==> src/core/pcrd_map.vh <==
// constants for the punched card row decoder
`ifndef PCRD_MAP_VH
`define PCRD_MAP_VH
// --------------------------------------------------------------
// card geometry
// --------------------------------------------------------------
`define PCRD_ROWS 4'd12
`define PCRD_LAST_ROW 4'd11
`define PCRD_COLS 7'd80
`define PCRD_ID_FIRST 7'd1
`define PCRD_ID_LAST 7'd16
`define PCRD_INFO_FIRST 7'd17
`define PCRD_INFO_LAST 7'd80
`define PCRD_BIN_LAST_WORD 5'd23
`define PCRD_OCT_LAST_WORD 5'd3
`define PCRD_OCT_CTRL_LAST 7'd24
`define PCRD_OCT_LAST_COL 7'd68
`define PCRD_OCT_LAST_DIGIT 4'd10
// --------------------------------------------------------------
// column vector bit positions (bit k holds the k-th row read)
// --------------------------------------------------------------
`define PCRD_BIT_Z12 11
`define PCRD_BIT_Z11 10
`define PCRD_BIT_Z0 9
`define PCRD_BIT_N8 1
`define PCRD_BIT_N4 5
`define PCRD_BIT_N3 6
// --------------------------------------------------------------
// card modes
// --------------------------------------------------------------
`define PCRD_MODE_TEXT 2'h0
`define PCRD_MODE_BIN 2'h1
`define PCRD_MODE_OCT 2'h2
// --------------------------------------------------------------
// character codes
// --------------------------------------------------------------
`define PCRD_CH_BLANK 8'h20
`define PCRD_CH_PLUS 8'h2B
`define PCRD_CH_MINUS 8'h2D
`define PCRD_CH_ZERO 8'h30
`define PCRD_CH_SEVEN 8'h37
`define PCRD_CH_A 8'h41
`define PCRD_CH_J 8'h4A
`define PCRD_CH_S 8'h53
`define PCRD_CH_SLASH 8'h2F
`define PCRD_CH_DOLLAR 8'h24
`define PCRD_CH_COMMA 8'h2C
`define PCRD_CH_STAR 8'h2A
`define PCRD_CH_PERCENT 8'h25
`endif

==> src/core/pcrd_col_decode.v <==
// column punch pattern to character decoder
`timescale 1ns/100ps
`default_nettype none
`include "pcrd_map.vh"
module pcrd_col_decode (
  input wire [11:0] col_bits,
  output reg [7:0] chr,
  output reg bad
);
  // --------------------------------------------------------------
  // working values
  // --------------------------------------------------------------
  reg [3:0] num_cnt; // count of numeric punches
  reg [3:0] num_val; // value of last numeric punch
  reg [1:0] zone_cnt; // count of zone punches
  reg pair83; // 8-3 numeric pair
  reg pair84; // 8-4 numeric pair
  integer i;

  // --------------------------------------------------------------
  // decode
  // --------------------------------------------------------------
  // one combinational pass over the twelve rows
  always @* begin
    num_cnt = 4'h0;
    num_val = 4'h0;
    chr = `PCRD_CH_BLANK;
    bad = 1'b0;
    // numeric row m sits at bit 9-m
    for (i = 1; i <= 9; i = i + 1) begin
      if (col_bits[9 - i]) begin
        num_cnt = num_cnt + 4'h1;
        num_val = i[3:0];
      end
    end
    zone_cnt = {1'b0, col_bits[`PCRD_BIT_Z12]} + {1'b0, col_bits[`PCRD_BIT_Z11]} +
               {1'b0, col_bits[`PCRD_BIT_Z0]};
    pair83 = (num_cnt == 4'h2) && col_bits[`PCRD_BIT_N8] && col_bits[`PCRD_BIT_N3];
    pair84 = (num_cnt == 4'h2) && col_bits[`PCRD_BIT_N8] && col_bits[`PCRD_BIT_N4];
    if (zone_cnt > 2'h1) begin
      bad = 1'b1; // two zones never form a character
    end else if (num_cnt == 4'h0) begin
      // lone zone punches
      if (col_bits[`PCRD_BIT_Z12])
        chr = `PCRD_CH_PLUS;
      else if (col_bits[`PCRD_BIT_Z11])
        chr = `PCRD_CH_MINUS;
      else if (col_bits[`PCRD_BIT_Z0])
        chr = `PCRD_CH_ZERO;
    end else if (num_cnt == 4'h1) begin
      // digits and letters
      if (col_bits[`PCRD_BIT_Z12])
        chr = `PCRD_CH_A + {4'h0, num_val} - 8'h01;
      else if (col_bits[`PCRD_BIT_Z11])
        chr = `PCRD_CH_J + {4'h0, num_val} - 8'h01;
      else if (col_bits[`PCRD_BIT_Z0])
        chr = (num_val == 4'h1) ? `PCRD_CH_SLASH : (`PCRD_CH_S + {4'h0, num_val} - 8'h02);
      else
        chr = `PCRD_CH_ZERO + {4'h0, num_val};
    end else if (pair83) begin
      // 8-3 specials
      if (col_bits[`PCRD_BIT_Z12])
        bad = 1'b1;
      else if (col_bits[`PCRD_BIT_Z11])
        chr = `PCRD_CH_DOLLAR;
      else if (col_bits[`PCRD_BIT_Z0])
        chr = `PCRD_CH_COMMA;
      else
        chr = `PCRD_CH_PLUS;
    end else if (pair84) begin
      // 8-4 specials
      if (col_bits[`PCRD_BIT_Z12])
        bad = 1'b1;
      else if (col_bits[`PCRD_BIT_Z11])
        chr = `PCRD_CH_STAR;
      else if (col_bits[`PCRD_BIT_Z0])
        chr = `PCRD_CH_PERCENT;
      else
        chr = `PCRD_CH_MINUS;
    end else begin
      bad = 1'b1; // any other pattern
    end
    if (bad)
      chr = `PCRD_CH_BLANK; // undefined code reads as blank
  end
endmodule
`default_nettype wire

==> src/core/pcrd_decoder.v <==
// punched card row decoder: card image to host words and characters
`timescale 1ns/100ps
`default_nettype none
`include "pcrd_map.vh"
// Function
// - each position one bit, punched is one
// - lone numeric punch gives its digit
// - zone plus numeric punch gives a letter, except 0-1 which gives a slash
// - eight special codes from lone 12/11 zones and 8-3, 8-4 pairs
// - columns 17 to 80 reach host (17 to 68 on octonary cards), columns 1 to 16 only as id text
// - left word 17-48, right word 49-80
// - binary card yields at most 24 words
// - binary info raw, identification read as text
// - octonary card gives four octal word subfields
// - words go 9-row first, left before right
// - octonary control columns give first word address
module pcrd_decoder (
  input wire clk,
  input wire srst,
  input wire row_valid,
  output wire row_ready,
  input wire [79:0] row_data,
  input wire [1:0] card_mode,
  output reg chr_valid_reg,
  input wire chr_ready,
  output reg [7:0] chr_data_reg,
  output reg [6:0] chr_col_reg,
  output reg chr_bad_reg,
  output reg word_valid_reg,
  input wire word_ready,
  output reg [31:0] word_data_reg,
  output reg [23:0] word_addr_reg,
  output reg word_bad_reg,
  output wire card_busy
);
  // --------------------------------------------------------------
  // states
  // --------------------------------------------------------------
  localparam [1:0] ST_LOAD = 2'h0; // taking rows
  localparam [1:0] ST_CHAR = 2'h1; // column character scan
  localparam [1:0] ST_OCT = 2'h2; // octal subfield scan
  localparam [1:0] ST_WORD = 2'h3; // word delivery

  // --------------------------------------------------------------
  // storage and control
  // --------------------------------------------------------------
  reg [79:0] card_mem [0:11]; // rows, index 0 is the 9-row
  reg [31:0] oct_mem [0:3]; // assembled octal words
  reg [1:0] state_reg; // sequencer state
  reg [3:0] row_cnt_reg; // rows taken so far
  reg [1:0] mode_reg; // mode caught with the first row
  reg [6:0] col_reg; // column under scan, 1 based
  reg [4:0] wcnt_reg; // word counter
  reg [3:0] dig_cnt_reg; // digit within octal word
  reg [23:0] loc_reg; // octonary first word location
  reg [31:0] acc_reg; // octal word accumulator
  reg acc_bad_reg; // octal word error
  reg [3:0] oct_bad_reg; // error per octal word
  reg [11:0] col_bits; // punches of the scanned column
  reg [6:0] bit_idx; // row bit index of the column
  wire [7:0] dec_chr; // decoded character
  wire dec_bad; // undefined code
  wire dig_ok; // column is an octal digit
  wire [2:0] dig; // octal digit value
  wire chr_free; // character slot can load
  wire word_free; // word slot can load
  integer k;

  // rows are taken only once every result of the last card has been handed over
  assign row_ready = (state_reg == ST_LOAD) && !chr_valid_reg && !word_valid_reg;
  assign card_busy = !row_ready;
  assign chr_free = !chr_valid_reg || chr_ready;
  assign word_free = !word_valid_reg || word_ready;
  assign dig_ok = !dec_bad && (dec_chr >= `PCRD_CH_ZERO) && (dec_chr <= `PCRD_CH_SEVEN);
  assign dig = dec_chr[2:0];

  // --------------------------------------------------------------
  // column gather
  // --------------------------------------------------------------
  // column c sits at row bit 80-c, one punch per bit
  always @* begin
    bit_idx = `PCRD_COLS - col_reg;
    for (k = 0; k < 12; k = k + 1)
      col_bits[k] = card_mem[k][bit_idx];
  end

  // character decoder, shared by text and octal scans
  pcrd_col_decode u_dec (
    .col_bits(col_bits),
    .chr(dec_chr),
    .bad(dec_bad)
  );

  // --------------------------------------------------------------
  // row capture
  // --------------------------------------------------------------
  // rows arrive 9-row first; stored as bits without interpretation
  always @(posedge clk) begin
    if (row_valid && row_ready)
      card_mem[row_cnt_reg] <= row_data;
  end

  // --------------------------------------------------------------
  // octal word store
  // --------------------------------------------------------------
  always @(posedge clk) begin
    if (state_reg == ST_OCT && col_reg > `PCRD_OCT_CTRL_LAST && dig_cnt_reg == `PCRD_OCT_LAST_DIGIT)
      oct_mem[wcnt_reg[1:0]] <= {acc_reg[28:0], dig};
  end

  // --------------------------------------------------------------
  // sequencer
  // --------------------------------------------------------------
  always @(posedge clk) begin
    if (srst) begin
      state_reg <= ST_LOAD;
      row_cnt_reg <= 4'h0;
      mode_reg <= `PCRD_MODE_TEXT;
      col_reg <= `PCRD_INFO_FIRST;
      wcnt_reg <= 5'h00;
      dig_cnt_reg <= 4'h0;
      loc_reg <= 24'h000000;
      acc_reg <= 32'h00000000;
      acc_bad_reg <= 1'b0;
      oct_bad_reg <= 4'h0;
      chr_valid_reg <= 1'b0;
      chr_data_reg <= 8'h00;
      chr_col_reg <= 7'h00;
      chr_bad_reg <= 1'b0;
      word_valid_reg <= 1'b0;
      word_data_reg <= 32'h00000000;
      word_addr_reg <= 24'h000000;
      word_bad_reg <= 1'b0;
    end else begin
      // drop accepted outputs
      if (chr_valid_reg && chr_ready)
        chr_valid_reg <= 1'b0;
      if (word_valid_reg && word_ready)
        word_valid_reg <= 1'b0;
      case (state_reg)
        ST_LOAD: begin
          if (row_valid && row_ready) begin
            if (row_cnt_reg == 4'h0)
              mode_reg <= card_mode;
            if (row_cnt_reg == `PCRD_LAST_ROW) begin
              row_cnt_reg <= 4'h0;
              state_reg <= ST_CHAR;
              // text cards show info columns, others only the id field
              col_reg <= (((row_cnt_reg == 4'h0) ? card_mode : mode_reg) == `PCRD_MODE_TEXT) ?
                         `PCRD_INFO_FIRST : `PCRD_ID_FIRST;
            end else begin
              row_cnt_reg <= row_cnt_reg + 4'h1;
            end
          end
        end
        ST_CHAR: begin
          if (chr_free) begin
            chr_valid_reg <= 1'b1;
            chr_data_reg <= dec_chr;
            chr_bad_reg <= dec_bad;
            chr_col_reg <= col_reg;
            if (col_reg == `PCRD_INFO_LAST || (mode_reg != `PCRD_MODE_TEXT && col_reg == `PCRD_ID_LAST)) begin
              wcnt_reg <= 5'h00;
              dig_cnt_reg <= 4'h0;
              loc_reg <= 24'h000000;
              acc_reg <= 32'h00000000;
              acc_bad_reg <= 1'b0;
              if (mode_reg == `PCRD_MODE_BIN) begin
                state_reg <= ST_WORD;
              end else if (mode_reg == `PCRD_MODE_OCT) begin
                state_reg <= ST_OCT;
                col_reg <= `PCRD_INFO_FIRST;
              end else begin
                state_reg <= ST_LOAD;
              end
            end else begin
              col_reg <= col_reg + 7'h01;
            end
          end
        end
        ST_OCT: begin
          // first eight info columns: location digits
          if (col_reg <= `PCRD_OCT_CTRL_LAST) begin
            loc_reg <= {loc_reg[20:0], dig};
          end else if (dig_cnt_reg == `PCRD_OCT_LAST_DIGIT) begin
            // eleven digits close one word
            oct_bad_reg[wcnt_reg[1:0]] <= acc_bad_reg || !dig_ok;
            acc_reg <= 32'h00000000;
            acc_bad_reg <= 1'b0;
            dig_cnt_reg <= 4'h0;
            wcnt_reg <= wcnt_reg + 5'h01;
          end else begin
            acc_reg <= {acc_reg[28:0], dig};
            // leading digit carries one bit only
            acc_bad_reg <= acc_bad_reg || !dig_ok || (dig_cnt_reg == 4'h0 && dig > 3'h1);
            dig_cnt_reg <= dig_cnt_reg + 4'h1;
          end
          if (col_reg == `PCRD_OCT_LAST_COL) begin
            state_reg <= ST_WORD;
            wcnt_reg <= 5'h00;
          end else begin
            col_reg <= col_reg + 7'h01;
          end
        end
        ST_WORD: begin
          // words wait until the last id character is taken, so the two never overlap
          if (word_free && chr_free) begin
            word_valid_reg <= 1'b1;
            if (mode_reg == `PCRD_MODE_BIN) begin
              // even count left half, odd count right half
              word_data_reg <= wcnt_reg[0] ? card_mem[wcnt_reg[4:1]][31:0] : card_mem[wcnt_reg[4:1]][63:32];
              word_addr_reg <= {19'h00000, wcnt_reg};
              word_bad_reg <= 1'b0;
            end else begin
              word_data_reg <= oct_mem[wcnt_reg[1:0]];
              word_addr_reg <= loc_reg + {19'h00000, wcnt_reg};
              word_bad_reg <= oct_bad_reg[wcnt_reg[1:0]];
            end
            if (wcnt_reg == ((mode_reg == `PCRD_MODE_BIN) ? `PCRD_BIN_LAST_WORD : `PCRD_OCT_LAST_WORD)) begin
              state_reg <= ST_LOAD;
              wcnt_reg <= 5'h00;
            end else begin
              wcnt_reg <= wcnt_reg + 5'h01;
            end
          end
        end
        default: begin
          state_reg <= ST_LOAD;
        end
      endcase
    end
  end
endmodule
`default_nettype wire

==> config.mk <==
export PLATFORM = sky130hd
export DESIGN_NAME = pcrd_decoder
export DESIGN_NICKNAME = d
export VERILOG_FILES = /design/src/core/pcrd_col_decode.v /design/src/core/pcrd_decoder.v
export VERILOG_INCLUDE_DIRS = /design/src /design/src/core
export SDC_FILE = /design/constraint.sdc
export NUM_CORES = 2
export LEC_CHECK = 0
export CORE_MARGIN = 1
export CORE_UTILIZATION = 30
export DETAILED_ROUTE_END_ITERATION = 16
export DONT_BUFFER_PORTS = 1
export PLACE_DENSITY = 0.52
export RECOVER_POWER = 25
export SYNTH_ARGS = -nofsm -noshare
export SYNTH_HDL_FRONTEND = slang
export SYNTH_SLANG_ARGS = --single-unit
==> constraint.sdc <==
create_clock -name clk -period 15.2 [get_ports clk]
set_clock_uncertainty 0.2 [all_clocks]
set_input_delay 0.76 -clock clk [delete_from_list [all_inputs] [get_ports clk]]
set_output_delay 0.76 -clock clk [all_outputs]
set_load 0.005 [all_outputs]
# Word level (Yosys, flattened, before mapping)
# Memory sizes are Yosys's and may differ from the RTL's. A register that Yosys moved wholly into a read port is not among the register bits.
# Index checks and enable logic that the tools add are counted.
[classes]
eq_ne = 28
n_addsub = 23
mux = 138
bitwise_logic = 1
n_lt_le_gt_ge = 9
n_reduce_logical = 44
[op_table]
columns = ["op", "n"]
rows = [
  ["$mux 8", 16],
  ["$mux 29", 4],
  ["$mux 24", 4],
  ["$bmux 1 s7", 12],
  ["$mux 4", 18],
  ["$mux 32", 2],
  ["$pmux 29 s2", 1],
  ["$mux 5", 10],
  ["$mux 7", 7],
  ["$pmux 24 s2", 1],
  ["$add 4x1->4 const B", 9],
  ["$mux 1", 36],
  ["$mux 2", 14],
  ["$add 24x5->24", 1],
  ["$add 7x4->8 const A", 3],
  ["$pmux 7 s3", 1],
  ["$logic_and 1x1->1", 16],
  ["$sub 8x1->8 const B", 2],
  ["$mux 3", 5],
  ["$pmux 5 s3", 1],
  ["$eq 7x7->1 const B", 2],
  ["$reduce_and 7->1", 2],
  ["$logic_not 4->1", 3],
  ["$ne 2x2->1 const B", 6],
  ["other kinds (44)", 67],
]
[word_totals]
reg_bits = 157
n_memories = 2
ramBits = 1088
out_inout_bits = 77
[memory_table]
columns = ["name", "words", "width", "rd", "rd_clocked_by_memory_dff", "write_ports", "line_no", "source"]
rows = [
  ["card_mem", 12, 80, 13, 1, 1, "pcrd_decoder.v:47", "reg [79:0] card_mem [0:11];"],
  ["oct_mem", 4, 32, 1, 1, 1, "pcrd_decoder.v:48", "reg [31:0] oct_mem [0:3];"],
]

# Longest topological paths before layout
[depth]
depth_word = 38
ltp_mapped = 53
mapped_depth_nobuf = 35

# Cells and area by module
# A second synthesis with hierarchy kept.
[unflattened]
hier_cells = 3568
area_unflattened_um2 = 65399.0
[by_module_without_submodules]
columns = ["mod", "instances", "seq_area_each_um2", "cells_each", "area_per_inst_um2"]
rows = [
  ["pcrd_decoder", 1, 43601.8, 3363, 63995.1],
  ["pcrd_col_decode", 1, 0.0, 205, 1403.8],
]

# Worst setup path after synthesis
# Ideal clock, no wire load.
[synth_timing]
path_type = "register to register"
startpoint = "register col_reg[0]"
endpoint = "register oct_bad_reg[0]"
period_less_slack_ns = 11.018
n_path_buf = 18
arrival_ns = 10.732
path_stages_with_launch = 52
slack_ns = 4.182
cell_sequence = "dfxtp_1 > buf_6 > buf_8 > buf_8 > buf_8 > buf_6 > inv_1 > buf_2 > ha_1 > buf_2 > buf_2 > buf_4 > buf_2 > buf_2 > buf_2 > buf_2 > buf_1 > buf_2 > [... 16 more ...] > ha_1 > nand2_1 > nand2_1 > ha_1 > nand2_1 > nand3_1 > ha_1 > nand2_1 > nand2_1 > ha_1 > nor2b_1 > inv_1 > or3_1 > a211oi_1 > o2111ai_1 > a22oi_2 > a2111oi_4 > a211oi_1"
[synth_via]
elab_chain_cells = 35
word_cells_on_any_way = 103
classes_between = "add/sub (18); order compare (4); eq/ne (3); mux (67); bitwise (1); reduce/logical (10)"
[synth_lines]
columns = ["element", "line_no", "source"]
rows = [
  ["start: declaration", "pcrd_decoder.v:52", "reg [6:0] col_reg;"],
  ["start signal: assignment", "pcrd_decoder.v:119", "col_reg <= `PCRD_INFO_FIRST;"],
  ["start signal: assignment", "pcrd_decoder.v:149", "col_reg <= (((row_cnt_reg == 4'h0) ? card_mode : mode_reg) == `PCRD_MODE_TEXT) ?"],
  ["start signal: assignment", "pcrd_decoder.v:172", "col_reg <= `PCRD_INFO_FIRST;"],
  ["$sub 7x7->7 (no source line)", "-", ""],
  ["$bmux 1 s7", "pcrd_decoder.v:84", "col_bits[k] = card_mem[k][bit_idx];"],
  ["$mux 1 (implied by the code)", "pcrd_decoder.v:84", ""],
  ["$mux 1", "pcrd_col_decode.v:31", "if (col_bits[9 - i]) begin"],
  ["$add 1x1->2", "pcrd_col_decode.v:32", "num_cnt = num_cnt + 4'h1;"],
  ["$mux 4", "pcrd_col_decode.v:31", ""],
  ["$add 4x1->4", "pcrd_col_decode.v:32", ""],
  ["$mux 4", "pcrd_col_decode.v:31", ""],
  ["[... 18 more ...]", "-", ""],
  ["$mux 8 / $mux 1 (equally long branches)", "pcrd_col_decode.v:42", "end else if (num_cnt == 4'h0) begin"],
  ["$mux 8 / $mux 1 (equally long branches)", "pcrd_col_decode.v:40", "if (zone_cnt > 2'h1) begin"],
  ["$mux 8", "pcrd_col_decode.v:83", "if (bad)"],
  ["$ge 8x6->1 (no source line)", "-", ""],
  ["$logic_and 1x1->1 (2 in series)", "pcrd_decoder.v:74", "assign dig_ok = !dec_bad && (dec_chr >= `PCRD_CH_ZERO) && (dec_chr <= `PCRD_CH_SEVEN);"],
  ["$logic_not 1->1", "pcrd_decoder.v:187", "oct_bad_reg[wcnt_reg[1:0]] <= acc_bad_reg || !dig_ok;"],
  ["$logic_or 1x1->1", "pcrd_decoder.v:187", ""],
  ["$bwmux 4", "pcrd_decoder.v:187", ""],
  ["end signal: indexed assignment", "pcrd_decoder.v:187", ""],
  ["end: declaration", "pcrd_decoder.v:58", "reg [3:0] oct_bad_reg;"],
]
# Parallel ways exist; a longest one is shown, timed or not. The select of a mux whose other input is x is not followed.
# A chain may end at the register's enable or synchronous reset.

# Worst setup path after layout
[layout_timing]
startpoint = "register col_reg[0]"
endpoint = "register oct_bad_reg[1]"
# The elaborated chain is that of the path after synthesis.

==> results.json <==
{
  "outcome": "finished clean",
  "initial_utilization_pct": 30.3,
  "finalWirelength_um": 196000,
  "place_hpwl_um": 130000,
  "ys_seq_area_share_pct": 66.7,
  "switching_power_mw": 2.54,
  "syn_to_final_growth_pct": 14.6,
  "grt_max_degree": 148,
  "required_ns": 15.70,
  "tightestPinTransition_ns": 1.38,
  "via_count": 35600,
  "rr_startpoint": "col_reg[0]",
  "hp-class": "input port to flop",
  "die_y_um": 469,
  "grt_pass1_wl_um": 279000,
  "grt-ovfl-total": 0,
  "fp.dieArea_um2": 220000,
  "syn_inst": 3471,
  "cellInternalPower_mw": 7.32,
  "yosys_most_used_dff": "edfxtp_1",
  "dr.pass1.iters": 6,
  "antenna_found_initial": 36,
  "critical-path-slowest-cell": "buf_4",
  "cts_setup_buffers": 0,
  "routed_via_density": 5.45,
  "post_dp_cell_area_um2": 68600,
  "crit_path_end_kind": "flop",
  "critPathMaxStageDelay_ns": 0.75,
  "dp_cells": 6143,
  "nets": 3680,
  "rsz0062_at_grt": "false",
  "grt.total_usage_pct": 17.7,
  "crit_type": "flop to flop",
  "seqPwrFrac_pct": 46.7,
  "yosysUniqueCellTypes": 87,
  "clockBufferDepth": 3,
  "post-route-drc-count": 0,
  "tns_ns": 0,
  "gp_congestion": 0.879,
  "synth_nets": 3596,
  "synth-seq-cells": 1505,
  "ant_nets": 0,
  "power_frac_clock_pct": 40.8,
  "drv_cap": 0,
  "drv_slew": 0,
  "fmax_mhz": 97.6,
  "core_area_um2": 215000,
  "die_w_um": 469,
  "power_mw": 9.87,
  "instances_no_fill": 6539,
  "synth_edf_count": 1344,
  "synth_top_cell_by_area": "edfxtp_1",
  "netlist_top_cells_count": "edfxtp_1, mux4_2, nand2_1, nor2_1, dfxtp_1",
  "numCtsBuffers": 163,
  "hold_violations": 0,
  "drt-initial-drc-count": 4157,
  "insertion_delay_ns": 0.81,
  "cts_resized": 0,
  "pre_cts_slack_ns": 5.07,
  "fin_ws_ns": 4.95,
  "hp-start": "srst",
  "crit_fanout": 94,
  "worst_hold_slack_ns": 0.0619,
  "io_pins": 164,
  "path_clk_slew_ns": 0.06,
  "leakage_nw": 22.9,
  "post-route-util_pct": 34.7,
  "port-buffer-count": 0,
  "synth_area_leaders": "edfxtp_1, mux4_2, dfxtp_1",
  "hold_buffers": 85,
  "cts_sinks": 1505,
  "wl_per_cell_um": 30.0,
  "final_area_um2": 74900,
  "cts-root-buf": "clkbuf_16",
  "synth.most_common_cell": "edfxtp_1",
  "cp-start-kind": "flop",
  "htree_num_levels": 4,
  "drive_gt1_share_pct": 26.9,
  "grt_pass1_vias": 35400,
  "largest_register_ffs": 1216,
  "num_rows": 170,
  "relSlewSlack_pct": 7.65,
  "fin_crit_ns": 10.25,
  "fin_crit_sh_pct": 67.4,
  "combPwrFrac_pct": 12.5,
  "cp_data_arrival_time_ns": 10.75,
  "cpMostUsedCell": "ha_1",
  "cts_tree": "yes",
  "power_density_nw_per_um2": 132,
  "cp-startpoint": "col_reg[0]",
  "ir_drop_mv": 0.112,
  "synth_top_area_share_pct": 61.8,
  "ys_warn_count": 0,
  "synth.avg_cell_area_um2": 18.8,
  "syn_area_um2": 65300,
  "setup_viol": 0,
  "p_sw_share_pct": 25.8,
  "async_reset_ff_share_pct": 0
}
## cells by family after synthesis
kind of cell               share of synthesized area, %
xor gates and xnor gates                          0.872
other                                           0.00574
adders and majority gates                         0.739
and+or+nand+nor                                    4.22
AOI/OAI and AO/OA                                  3.50
buffers and inverters                              1.88
DFF                                                66.7
muxes                                              22.1
## worst max-delay path, delay by kind of cell (launching register included)
family,cells,cell delay (ns)
and+or+nand+nor,10,1.22
DFF,1,0.37
AOI/OAI and AO/OA,8,2.01
buffers and inverters,3,1.99
adders and majority gates,7,2.19
muxes,4,1.73
xor gates and xnor gates,1,0.21
## layout by cell type, fill, tap and decap left out, types with 10 or more instances in the layout
master	netlist	routed
ha_1	37	35
nand3_1	61	61
nor2_4	0	12
edfxtp_1	1344	1344
nand2b_1	14	14
bufinv_16	0	17
dfxtp_1	161	154
nor2_1	196	184
clkinv_1	0	39
a21oi_1	117	117
nand4_1	17	17
a22oi_1	50	50
clkbuf_1	141	32
mux2i_1	23	23
xor2_1	18	17
inv_1	42	41
xnor2_1	32	30
and3_1	10	10
nor3_1	19	16
mux4_2	627	627
buf_4	16	63
nand2_1	232	231
o21ai_0	24	24
clkbuf_16	0	164
nor2b_1	17	17
a311oi_1	36	36
clkinv_2	0	24
dlygate4sd3_1	0	84
## power groups by stage
stage	Combinational [mW]	Clock, mW	Sequential [mW]
final	1.23	4.02	4.61
after global routing	1.32	4.26	4.62
after CTS	1.22	4.11	4.61
after detailed placement	1.12	0	4.70
after global placement	1.12	0	4.70
after floorplan	0.817	0	4.69
## area by class of cell
class,instances,area (um^2)
fill,20200,141000
sequential,1505,43600
multi-input combinational,1690,20700
clock buffer,197,4240
tap,2838,3550
timing repair buffer,153,1440
clock inverter,107,1180
inverter,42,160
antenna,7,17.5
## routing by layer
layer | vias up | routed length, um | GRT usage [%]
met5 | - | 149 | 0
met4 | 22 | 4270 | 4.18
met3 | 267 | 17200 | 4.54
met2 | 1516 | 87700 | 26.4
met1 | 19200 | 86800 | 25.8
li1 | 14600 | - | -
## final timing paths
check,end,slack [ns],cells after the start
worst max register to register,oct_bad_reg[1],4.95,33
worst max-delay path,oct_bad_reg[1],4.95,33
worst min-delay path,col_reg[3],0.06,2
worst min register to register,chr_col_reg[6],0.28,2
(Power assumes the default switching activity.)
